File: src/verilog/sdr_pkg.sv
// Shared constants and carrier types for the segment display refresh block.
package sdr_pkg;

   // Geometry of the display memory.
   localparam int unsigned SDR_CHARS      = 32;
   localparam int unsigned SDR_BYTES      = 64;
   localparam int unsigned SDR_ADDR_W     = 6;
   localparam int unsigned SDR_DATA_W     = 8;
   localparam int unsigned SDR_CHAR_W     = 5;
   localparam int unsigned SDR_FIFO_DEPTH = 8;

   // Address bit that picks word 0 or word 1 of a character.
   localparam int unsigned SDR_WORD_BIT = 0;

   // Timing: clock rate and whole-display refresh rate.
   localparam int unsigned SDR_CLK_HZ     = 100_000_000;
   localparam int unsigned SDR_REFRESH_HZ = 130;
   localparam int unsigned SDR_PHASES     = 4;
   // Clock cycles per phase, rounded down so the refresh is never slower.
   localparam int unsigned SDR_PHASE_CYC  =
      SDR_CLK_HZ / (SDR_REFRESH_HZ * SDR_CHARS * SDR_PHASES);

   // Phase codes inside one digit slot; phase 0 is the blanked fetch.
   localparam logic [1:0] SDR_PH_BLANK = 2'h0;
   localparam logic [1:0] SDR_PH_LAST  = 2'h3;

   // Segment drive level that leaves a segment dark.
   localparam logic [7:0] SDR_SEG_OFF = 8'hff;

   // One host write: address and data byte.
   typedef struct packed {
      logic [SDR_ADDR_W-1:0] addr;
      logic [SDR_DATA_W-1:0] data;
   } sdr_wr_t;

   // Segment outputs of the lit character, all active low.
   typedef struct packed {
      logic [7:0] word1;
      logic [7:0] word0;
   } sdr_seg_t;

   // States of the host write catcher.
   typedef enum logic [1:0] {
      SDR_IDLE  = 2'b00,
      SDR_ARMED = 2'b01,
      SDR_DONE  = 2'b11
   } sdr_wst_t;

endpackage

File: src/verilog/sdr_fifo.sv
// Small synchronous FIFO with valid and ready on both sides.
`timescale 1ns/10ps
module sdr_fifo #(
   parameter int unsigned WIDTH = 14,
   parameter int unsigned DEPTH = 8
) (
   input  wire logic             clk,
   input  wire logic             rst_n,
   input  wire logic [WIDTH-1:0] inData,
   input  wire logic             inValid,
   output logic                  inReady,
   output logic [WIDTH-1:0]      outData,
   output logic                  outValid,
   input  wire logic             outReady
);

   localparam int unsigned PW = $clog2(DEPTH);

   logic [WIDTH-1:0] store [DEPTH];   // Entry storage.
   logic [PW-1:0]    wrPtr_q;         // Next entry to fill.
   logic [PW-1:0]    rdPtr_q;         // Next entry to drain.
   logic [PW:0]      count_q;         // Entries held.
   logic             push;
   logic             pop;

   // Honest full and empty flags from the entry count.
   assign inReady  = (count_q != (PW+1)'(DEPTH));
   assign outValid = (count_q != '0);
   assign outData  = store[rdPtr_q];
   assign push     = inValid && inReady;
   assign pop      = outValid && outReady;

   // Entry writes need no reset.
   always_ff @(posedge clk) begin
      if (push) begin
         store[wrPtr_q] <= inData;
      end
   end

   // Pointers wrap naturally at a power-of-two depth.
   always_ff @(posedge clk or negedge rst_n) begin
      if (!rst_n) begin
         wrPtr_q <= '0;
         rdPtr_q <= '0;
         count_q <= '0;
      end else begin
         if (push) begin
            wrPtr_q <= wrPtr_q + 1'b1;
         end
         if (pop) begin
            rdPtr_q <= rdPtr_q + 1'b1;
         end
         count_q <= count_q + (PW+1)'(push) - (PW+1)'(pop);
      end
   end

endmodule

File: src/verilog/sdr_ram.sv
// Display memory with one write port and one registered read port.
`timescale 1ns/10ps
module sdr_ram #(
   parameter int unsigned AW = 6,
   parameter int unsigned DW = 8
) (
   input  wire logic          clk,
   input  wire logic          wrEn,
   input  wire logic [AW-1:0] wrAddr,
   input  wire logic [DW-1:0] wrData,
   input  wire logic [AW-1:0] rdAddr,
   output logic [DW-1:0]      rdData
);

   logic [DW-1:0] mem [2**AW];   // The display bytes.

   // Write and registered read share the clock.
   always_ff @(posedge clk) begin
      if (wrEn) begin
         mem[wrAddr] <= wrData;
      end
      rdData <= mem[rdAddr];
   end

endmodule

File: src/verilog/sdr_refresh.sv
// Scanning refresh controller for a 32-character segment display.
`timescale 1ns/10ps
module sdr_refresh
   import sdr_pkg::*;
#(
   parameter int unsigned PHASE_CYC = SDR_PHASE_CYC
) (
   input  wire logic                  clk,
   input  wire logic                  rst_n,
   input  wire logic                  chipSelect_n,
   input  wire logic                  write_n,
   input  wire logic [SDR_ADDR_W-1:0] hostAddr,
   input  wire logic [SDR_DATA_W-1:0] hostData,
   output logic [SDR_CHARS-1:0]       digitEn_q,
   output logic [7:0]                 segLow_q,
   output logic [7:0]                 segHigh_q,
   output logic                       displayOn_q,
   output logic                       writeBusy_q
);

   localparam int unsigned SYNC_W = 2 + SDR_ADDR_W + SDR_DATA_W;
   localparam int unsigned CW     = $clog2(PHASE_CYC + 1);

   // Three-stage synchronisers for the asynchronous host pins.
   logic [SYNC_W-1:0] sync1_q;
   logic [SYNC_W-1:0] sync2_q;
   logic [SYNC_W-1:0] sync3_q;
   logic [SYNC_W-1:0] stable_q;   // Pin values once stages two and three agree.

   // Host write path.
   sdr_wst_t wState_q;            // Write catcher state.
   sdr_wr_t  wrCatch;             // Captured write for the FIFO.
   logic     wrPush;              // Write strobe rose inside a select.
   logic     fifoInReady;         // FIFO has room.
   sdr_wr_t  fifoOut;             // Oldest pending write.
   logic     fifoOutValid;        // A write is pending.
   logic     ramWrEn;             // Memory write this cycle.
   logic     ramBusy;             // Memory port given to a write.

   // Scan state.
   logic [CW-1:0]         tick_q;     // Cycle count inside a phase.
   logic                  phaseEn;    // One-cycle pulse at end of a phase.
   logic [1:0]            phase_q;    // Phase inside the digit slot.
   logic [SDR_CHAR_W-1:0] char_q;     // Character being scanned.
   logic [SDR_ADDR_W-1:0] scanAddr;   // Address the scan fetches.
   logic [SDR_DATA_W-1:0] rdData;     // Registered memory read data.
   logic [SDR_DATA_W-1:0] hold_q;     // Word 0 holding register.
   logic                  readOk_q;   // Read data belongs to the scan.
   logic [1:0]            readPh_q;   // Phase the read data was fetched in.
   logic                  selNow;     // Host select is active.
   logic                  csSeen_q;   // Select active last cycle.

   // Catch the pins in three flops; a change counts once two and three agree.
   always_ff @(posedge clk or negedge rst_n) begin
      if (!rst_n) begin
         sync1_q  <= {2'b11, {(SDR_ADDR_W + SDR_DATA_W){1'b0}}};
         sync2_q  <= {2'b11, {(SDR_ADDR_W + SDR_DATA_W){1'b0}}};
         sync3_q  <= {2'b11, {(SDR_ADDR_W + SDR_DATA_W){1'b0}}};
         stable_q <= {2'b11, {(SDR_ADDR_W + SDR_DATA_W){1'b0}}};
      end else begin
         sync1_q <= {chipSelect_n, write_n, hostAddr, hostData};
         sync2_q <= sync1_q;
         sync3_q <= sync2_q;
         // Each bit is updated only when its two late stages match.
         for (int i = 0; i < SYNC_W; i++) begin
            if (sync2_q[i] == sync3_q[i]) begin
               stable_q[i] <= sync3_q[i];
            end
         end
      end
   end

   // Select is active low on the pin.
   assign selNow = !stable_q[SYNC_W-1];

   // Host write catcher: arm on a falling strobe inside a select, then
   // store on the rising strobe while the host still holds select and
   // address steady.
   always_ff @(posedge clk or negedge rst_n) begin
      if (!rst_n) begin
         wState_q <= SDR_IDLE;
      end else begin
         unique case (wState_q)
            SDR_IDLE: begin
               // The host selects first, then pulls the strobe low.
               if (selNow && !stable_q[SYNC_W-2]) begin
                  wState_q <= SDR_ARMED;
               end
            end
            SDR_ARMED: begin
               if (!selNow) begin
                  // Select dropped before the strobe rose: no write.
                  wState_q <= SDR_IDLE;
               end else if (stable_q[SYNC_W-2]) begin
                  wState_q <= SDR_DONE;
               end
            end
            SDR_DONE: begin
               // Return to idle on the next cycle; the strobe is already high here.
               wState_q <= SDR_IDLE;
            end
            default: begin
               wState_q <= SDR_IDLE;
            end
         endcase
      end
   end

   // The write is taken on the rising strobe with select still low.
   assign wrPush       = (wState_q == SDR_ARMED) && selNow && stable_q[SYNC_W-2];
   assign wrCatch.addr = stable_q[SDR_DATA_W +: SDR_ADDR_W];
   assign wrCatch.data = stable_q[0 +: SDR_DATA_W];

   // Pending host writes wait here; the memory drains them between fetches.
   sdr_fifo #(
      .WIDTH (SDR_ADDR_W + SDR_DATA_W),
      .DEPTH (SDR_FIFO_DEPTH)
   ) u_fifo (
      .clk      (clk),
      .rst_n    (rst_n),
      .inData   (wrCatch),
      .inValid  (wrPush),
      .inReady  (fifoInReady),
      .outData  (fifoOut),
      .outValid (fifoOutValid),
      .outReady (ramBusy)
   );

   // A write takes the memory port only in a phase's non-fetch cycles, blank or lit,
   // so the scan fetch at each phase start is never stolen.
   assign ramBusy = fifoOutValid && !phaseEn && (tick_q != '0);
   assign ramWrEn = ramBusy;

   // Flag that a write is still pending or the FIFO is full.
   always_ff @(posedge clk or negedge rst_n) begin
      if (!rst_n) begin
         writeBusy_q <= 1'b0;
      end else begin
         writeBusy_q <= !fifoInReady || fifoOutValid;
      end
   end

   // Phase timer: a one-cycle enable pulse ends each quarter slot.
   always_ff @(posedge clk or negedge rst_n) begin
      if (!rst_n) begin
         tick_q <= '0;
      end else if (phaseEn) begin
         tick_q <= '0;
      end else begin
         tick_q <= tick_q + 1'b1;
      end
   end
   assign phaseEn = (tick_q == CW'(PHASE_CYC - 1));

   // Phase and character counters run freely, host or no host.
   always_ff @(posedge clk or negedge rst_n) begin
      if (!rst_n) begin
         phase_q <= SDR_PH_BLANK;
         char_q  <= '0;
      end else if (phaseEn) begin
         phase_q <= phase_q + 1'b1;
         if (phase_q == SDR_PH_LAST) begin
            char_q <= char_q + 1'b1;
         end
      end
   end

   // Character in the upper bits, word select in bit zero.
   assign scanAddr = {char_q, (phase_q != SDR_PH_BLANK)};

   // Display memory; the write port serves the host, the read port the scan.
   sdr_ram #(
      .AW (SDR_ADDR_W),
      .DW (SDR_DATA_W)
   ) u_ram (
      .clk    (clk),
      .wrEn   (ramWrEn),
      .wrAddr (fifoOut.addr),
      .wrData (fifoOut.data),
      .rdAddr (scanAddr),
      .rdData (rdData)
   );

   // Track which phase the registered read belongs to.
   always_ff @(posedge clk or negedge rst_n) begin
      if (!rst_n) begin
         readOk_q <= 1'b0;
         readPh_q <= SDR_PH_BLANK;
         csSeen_q <= 1'b0;
      end else begin
         readOk_q <= (tick_q == '0);
         readPh_q <= phase_q;
         csSeen_q <= selNow;
      end
   end

   // Word 0 is captured during the blanked phase.
   always_ff @(posedge clk or negedge rst_n) begin
      if (!rst_n) begin
         hold_q <= SDR_SEG_OFF;
      end else if (readOk_q && readPh_q == SDR_PH_BLANK) begin
         hold_q <= rdData;
      end
   end

   // Drive outputs: blank in phase 0, lit otherwise; segments are low true,
   // so the stored bytes go out unchanged.
   always_ff @(posedge clk or negedge rst_n) begin
      if (!rst_n) begin
         digitEn_q   <= '0;
         segLow_q    <= SDR_SEG_OFF;
         segHigh_q   <= SDR_SEG_OFF;
         displayOn_q <= 1'b0;
      end else if (readOk_q) begin
         if (readPh_q == SDR_PH_BLANK) begin
            // Blank while word 0 ripples into the holding register.
            digitEn_q   <= '0;
            segLow_q    <= SDR_SEG_OFF;
            segHigh_q   <= SDR_SEG_OFF;
            displayOn_q <= 1'b0;
         end else begin
            digitEn_q   <= SDR_CHARS'(1) << char_q;
            segLow_q    <= hold_q;
            segHigh_q   <= rdData;
            displayOn_q <= 1'b1;
         end
      end
   end

endmodule

File: config.mk
export PLATFORM = sky130hd
export DESIGN_NAME = sdr_refresh
export DESIGN_NICKNAME = d
export VERILOG_FILES = /design/src/verilog/sdr_pkg.sv /design/src/verilog/sdr_fifo.sv /design/src/verilog/sdr_ram.sv /design/src/verilog/sdr_refresh.sv
export SDC_FILE = /design/constraint.sdc
export NUM_CORES = 1
export LEC_CHECK = 0
export BUFFER_PORTS_ARGS = -buffer_cell sky130_fd_sc_hd__buf_2
export CORE_ASPECT_RATIO = 1.4
export CORE_MARGIN = 1
export CORE_UTILIZATION = 47
export CTS_CLUSTER_DIAMETER = 120
export CTS_CLUSTER_SIZE = 30
export DETAILED_ROUTE_END_ITERATION = 7
export PLACE_DENSITY = 0.74
export SLEW_MARGIN = 10
export SYNTH_ARGS = -nofsm -noshare
export SYNTH_HDL_FRONTEND = slang
export SYNTH_SLANG_ARGS = --single-unit
File: constraint.sdc
create_clock -name clk -period 3.8 [get_ports clk]
set_input_delay 0.38 -clock clk [delete_from_list [all_inputs] [get_ports clk]]
set_output_delay 0.38 -clock clk [all_outputs]
set_load 0.005 [all_outputs]
Word-level counts from Yosys, hierarchy flattened --
Memory sizes are Yosys's and may differ from the RTL's. A register that Yosys moved wholly into a read port is not among the register bits. Cells that the tools add are included.
Word-level totals: register bits 157, bits in writable memories 624, logic and storage cells 100, memories 2
Memories:
- u_ram.mem | depth 64, width 8, rd ports 1, clocked after memory_dff 1, write ports 1, line sdr_ram.sv:15 | logic [DW-1:0] mem [2**AW];
- u_fifo.store | depth 8, width 14, rd ports 1, clocked after memory_dff 0, write ports 1, line sdr_fifo.sv:19 | logic [WIDTH-1:0] store [DEPTH];
Cells by class: add/subtract/negate cells 7, equal/unequal tests 22, shift operators 1, multiplexer cells 13, reduce and logical (&&, ||, !) cells 21
Operator list (count):
- $mux W32 | 1
- $shl A1 B5 Y32 const A | 1
- $eq A1 B1 Y1 | 16
- $mux W8 | 2
- $add A13 B1 Y13 const B | 1
- $eq A13 B13 Y1 const B | 1
- $logic_not A13 Y1 | 1
- $mux W13 | 1
- $reduce_bool A13 Y1 | 1
- $logic_and A1 B1 Y1 | 8
- $add A3 B1 Y3 const B | 2
- $mux W2 | 3
- $add A5 B1 Y5 const B | 1
- $mux W1 | 5
- $add A4 B1 Y4 | 1
- $logic_not A1 Y1 | 4
- $logic_not A2 Y1 | 2
- $ne A4 B4 Y1 const B | 1
- $pmux W2 S2 | 1
- $reduce_and A2 Y1 | 2
- $reduce_bool A4 Y1 | 1
- $sub A4 B1 Y4 | 1
- $ne A3 B3 Y1 const B | 1
- $add A2 B1 Y2 const B | 1
- other kinds (5) | 5

Longest topological paths before layout --
depth in word-level cells 6, mapped depth 12, depth with buffers taken out 12

Modules after synthesis --
A second synthesis with hierarchy kept.
Second synthesis, totals: cells, all modules 1521, area, all modules 30103.9 um2
By module, submodules not included:
- sdr_ram | instances 1, cells an instance 940, area each 20166.8 um2, sequential area each 15534.9 um2
- sdr_refresh | instances 1, cells an instance 364, area each 5147.4 um2, sequential area each 3718.6 um2
- sdr_fifo | instances 1, cells an instance 217, area each 4789.6 um2, sequential area each 3613.5 um2

Least setup slack after synthesis --
Ideal clock, no wire load.
kind register -> register, start point register stable_q[14], end point memory u_fifo.store[1][0], enable pin, arrival time 2.214 ns, required time 3.397 ns, path slack 1.184 ns, stages on the path, launching flop included 5, path buffers 0, clock period less this slack 2.616 ns, cell sequence dfstp_2 -> and3_1 -> a21boi_1 -> nand2_1 -> nor3_1
Between the ends: cells in the longest elaborated chain, start to end 4
RTL lines:
- from (decl) | line sdr_refresh.sv:28 | logic [SYNC_W-1:0] stable_q;
- from (signal assigned) | line sdr_refresh.sv:59 | stable_q <= {2'b11, {(SDR_ADDR_W + SDR_DATA_W){1'b0}}};
- from (signal, indexed assignment) | line sdr_refresh.sv:67 | stable_q[i] <= sync3_q[i];
- $logic_and A1 B1 Y1 | line sdr_refresh.sv:110 | assign wrPush = (wState_q == SDR_ARMED) && selNow && stable_q[SYNC_W-2];
- $logic_and A1 B1 Y1 | line sdr_fifo.sv:30 | assign push = inValid && inReady;
- via u_fifo.push | line sdr_fifo.sv:23 | logic push;
- $mux W1 | line sdr_fifo.sv:35 | if (push) begin
- $mux W1 (not written as such) | line sdr_fifo.sv:36 | store[wrPtr_q] <= inData;
- to (decl) | line sdr_fifo.sv:19
The timed path passes the listed nets, and every way through them passes these cells.

Worst setup path after layout --
start point register u_fifo.rdPtr_q[0], end point memory u_ram.mem[36][1], enable pin
Between the ends: cells in the longest elaborated chain, start to end 1
RTL lines:
- from (decl) | line sdr_fifo.sv:21 | logic [PW-1:0] rdPtr_q;
- from (signal assigned) | line sdr_fifo.sv:51 | rdPtr_q <= rdPtr_q + 1'b1;
- $mem_v2 Z8 W14
- to (decl) | line sdr_ram.sv:15
Every way passes these cells.

==> reports/qor.csv <==
metric,value,unit
switching pwr,5.497,mW
Final period util,79.47,%
Pwr Total,19.57,mW
Final Util,52.02,%
WS Path Type,reg2reg,
worst skew pair latency,620,ps
# placed instances,2432,
Min Hold Slack,353.6,ps
worst stage delay on the critical path,630,ps
largest net degree at the start of global routing,97,
Core Rows,109,
Core ar.,0.06314,mm2
GP Congestion,0.8901,
crit path capture,u_ram.mem[36][1],
highest clock rate,331.1,MHz
nets,1686,
final wirelength,58.87,mm
Gate power share,19.6,%
FF-to-FF path depth,5,
Non-Filler Instances,2505,
met3 wire len,2.691,mm
synthesized area,0.02997,mm2
Tot GR Track Use,18.47,%
synthesized flop and latch total,789,
r2r setup slk,780,ps
Post-Syn Nets,1541,
Mapped Cells,1504,
IO Pins,68,
Final Hold Viols,0,
"critical path, cell by cell","mux4_1, mux2_2, nor2_2, nand2_1, nor2_1",
min cycle time layout,3020,ps
first drt pass iteration count,5,
Reg-to-Reg Start,u_fifo.rdPtr_q[0],
width of the die,215.4,um
total congestion overflow,0,
wire per inst,23.50,um
Leak Pwr,11.01,nW
Hold WC Path Type,reg2reg,
clk sink count,789,
Worst Setup End Kind,register,
Reg-to-Reg End,u_ram.mem[36][1],
"Setup violations, final",0,
max cap viols,0,
max_slew headroom,36.02,%
Via Count,14290,
initial antenna violation count,0,
port bufs,67,
Clk pwr share,20.4,%
CTS buffer count,30,
outcome,completed,
"EDFF count, synth",624,
yosys warns,0,
Fin Setup TNS,0,ps
CP startpoint,u_fifo.rdPtr_q[0],
Post-CTS Setup Inserts,0,
part of the power in registers,59.9,%
DR DRC count,0,
P&R area growth vs syn,9.603,%
Yosys cell types,55,
Syn Area/Cell,19.93,um2
max-slew violation count,0,
RSZ-0062 raised after global routing,false,
VDD IR-drop max,494.1,uV
Synth Flop Type,edfxtp_1,
CTS tree,yes,
Worst-path clk slew,100,ps
Worst Tran Pin Value,959.7,ps
Required @ worst endpoint,4050,ps
first-pass GRT wire length,90.20,mm
Clk Tree Root Cell,clkbuf_16,
DR iter-0 viols,1322,
Crit-path slowest cell,dfrtp_2,
nature of the critical path startpoint,register,
sequential cell area fraction in the yosys report,76.30,%
PwrDens,595.7,mW/mm2
Die Y,300.8,um
Fill cells,4814,
Arrival @ worst endpoint,3270,ps
Worst Skew,23.14,ps
M1 WL,22.20,mm
die footprint,0.06479,mm2
Routed met2 length,31.79,mm
via density per instance,5.704,
Pint,14.07,mW
Inserted Diodes,0,
initial core utilization,47.46,%
PostCTS Resize Cnt,0,
hpwl dp,37.55,mm
DRT antenna net count,0,
vias in the first global route,14690,
share of cells above drive strength 1,26.12,%
"critical path fanouts, max",14,
switch share,28.09,%
Bufs on Longest Clock Path,3,
H-Tree Depth,1,
uppermost layer routed,met4,
fraction of registers with async set/reset,19.90,%
## registers in the layout, summed over array words and instances, names as in the netlist, 13 cells and up
signal and flops:
u_ram.mem 512, u_fifo.store 112, digitEn_q 32, stable_q 16, sync1_q 16, sync2_q 16, sync3_q 16, tick_q 13
## layout by cell type, fill, tap and decap left out, types with 8 or more instances in the layout
| cell | netlist | routed |
|---|---|---|
| inv_1 | 48 | 48 |
| and2_1 | 11 | 11 |
| dlygate4sd3_1 | 0 | 17 |
| o21ai_0 | 13 | 12 |
| clkbuf_16 | 0 | 31 |
| edfxtp_1 | 624 | 624 |
| o221ai_1 | 8 | 8 |
| nand4_1 | 12 | 12 |
| ha_1 | 18 | 17 |
| nor2_1 | 88 | 88 |
| a21oi_1 | 11 | 11 |
| o22ai_1 | 56 | 56 |
| dfrtp_1 | 125 | 122 |
| nand3_1 | 8 | 8 |
| a21o_1 | 11 | 11 |
| mux2_2 | 28 | 28 |
| o22a_1 | 16 | 16 |
| nand2_1 | 30 | 30 |
| buf_2 | 27 | 66 |
| nand2b_1 | 13 | 13 |
| buf_4 | 10 | 96 |
| xnor2_1 | 13 | 13 |
| nor4_1 | 10 | 10 |
| mux4_2 | 155 | 155 |
| dfstp_2 | 32 | 32 |
| maj3_1 | 16 | 16 |
| a211oi_1 | 8 | 8 |
| dfxtp_1 | 8 | 8 |
| a22oi_1 | 8 | 8 |
| mux2i_1 | 18 | 18 |
| clkbuf_1 | 26 | 23 |
## worst min path at each step
stage,startpoint,end,slack [ps],cells past startpoint
3_5_place_dp,sync1_q[5],sync2_q[5],340,0
2_1_floorplan,rst_n,char_q[0],80,0
6_report,sync1_q[6],sync2_q[6],350,0
5_1_grt,hostAddr[1],sync1_q[9],360,2
4_1_cts,hostAddr[1],sync1_q[9],350,2
3_3_place_gp,sync1_q[9],sync2_q[9],330,0
## cell type report
class | count | area, um2 | share of cell area (%)
clock inverters | 2 | 27.53 | 0.08380
repair buffers | 182 | 1272 | 3.874
flip-flops and latches | 789 | 22870 | 69.64
inverters | 48 | 180.2 | 0.5485
well taps | 832 | 1041 | 3.169
multi-input cells | 598 | 6590 | 20.06
clock buffers | 54 | 862.1 | 2.625
## power groups by stage
stage                     Clock [mW]  Sequential, mW  Combinational [mW]
final                           4.00            11.7                3.84
after global routing            4.37            11.8                4.14
after CTS                       4.11            11.7                3.90
after detailed placement           0            11.9                3.91
after global placement             0            11.9                3.74
after floorplan                    0            11.7                2.25
## cell usage after synthesis (8+ instances only)
library cell | n | area [um2]
dfxtp_1 | 8 | 160.2
o22ai_1 | 56 | 350.3
a21o_1 | 11 | 82.58
a211oi_1 | 8 | 60.06
mux2i_1 | 18 | 180.2
o221ai_1 | 8 | 70.07
buf_2 | 27 | 135.1
ha_1 | 18 | 225.2
a22oi_1 | 8 | 60.06
buf_4 | 10 | 75.07
nor2_1 | 88 | 330.3
nor4_1 | 10 | 62.56
nand3_1 | 8 | 40.04
clkbuf_1 | 26 | 97.59
xnor2_1 | 13 | 113.9
inv_1 | 48 | 180.2
nand2b_1 | 13 | 81.33
o21ai_0 | 13 | 65.06
mux4_2 | 155 | 3491
dfstp_2 | 32 | 840.8
nand2_1 | 30 | 112.6
edfxtp_1 | 624 | 18740
mux2_2 | 28 | 315.3
a21oi_1 | 11 | 55.05
nand4_1 | 12 | 75.07
o22a_1 | 16 | 140.1
dfrtp_1 | 125 | 3128
and2_1 | 11 | 68.82
maj3_1 | 16 | 160.2
## metrics by stage
stage | area (um2) | setup WS [ps]
final | 32850 | 780.2
after CTS | 32850 | 761.2
after global placement | 31790 | 854.6
after global routing | 32850 | 559.9
after detailed placement | 31790 | 775.1
after floorplan | 29970 | 1184
## logic make-up after synthesis
group	after synthesis	share of synthesized area (%)
XOR/XNOR	20	0.5845
AO/OA/AOI/OAI	138	3.106
multiplexers	205	13.56
buffers and inverters	117	1.783
AND/OR/NAND/NOR	200	3.311
flip-flops	789	76.30
adder cells (fa/ha/maj)	35	1.353
## what timing repair did
item                                    4_1_cts  5_1_grt
endpoints found under the setup margin        0        0
endpoints found under the hold margin        97        0
hold buffers                                 17        0
## layer usage
metal	global-route usage, %	vias to the layer above
met1	22.60	7472
met5	0	-
met4	7.042	0
li1	-	6237
met3	1.646	91
met2	33.91	488
## worst max-delay path, delay by kind of cell (launching register included)
family,cells,cell delay [ps]
muxes,2,920
and+or+nand+nor,3,1090
DFF,1,630
No activity file was read; power rests on OpenSTA's default activity.
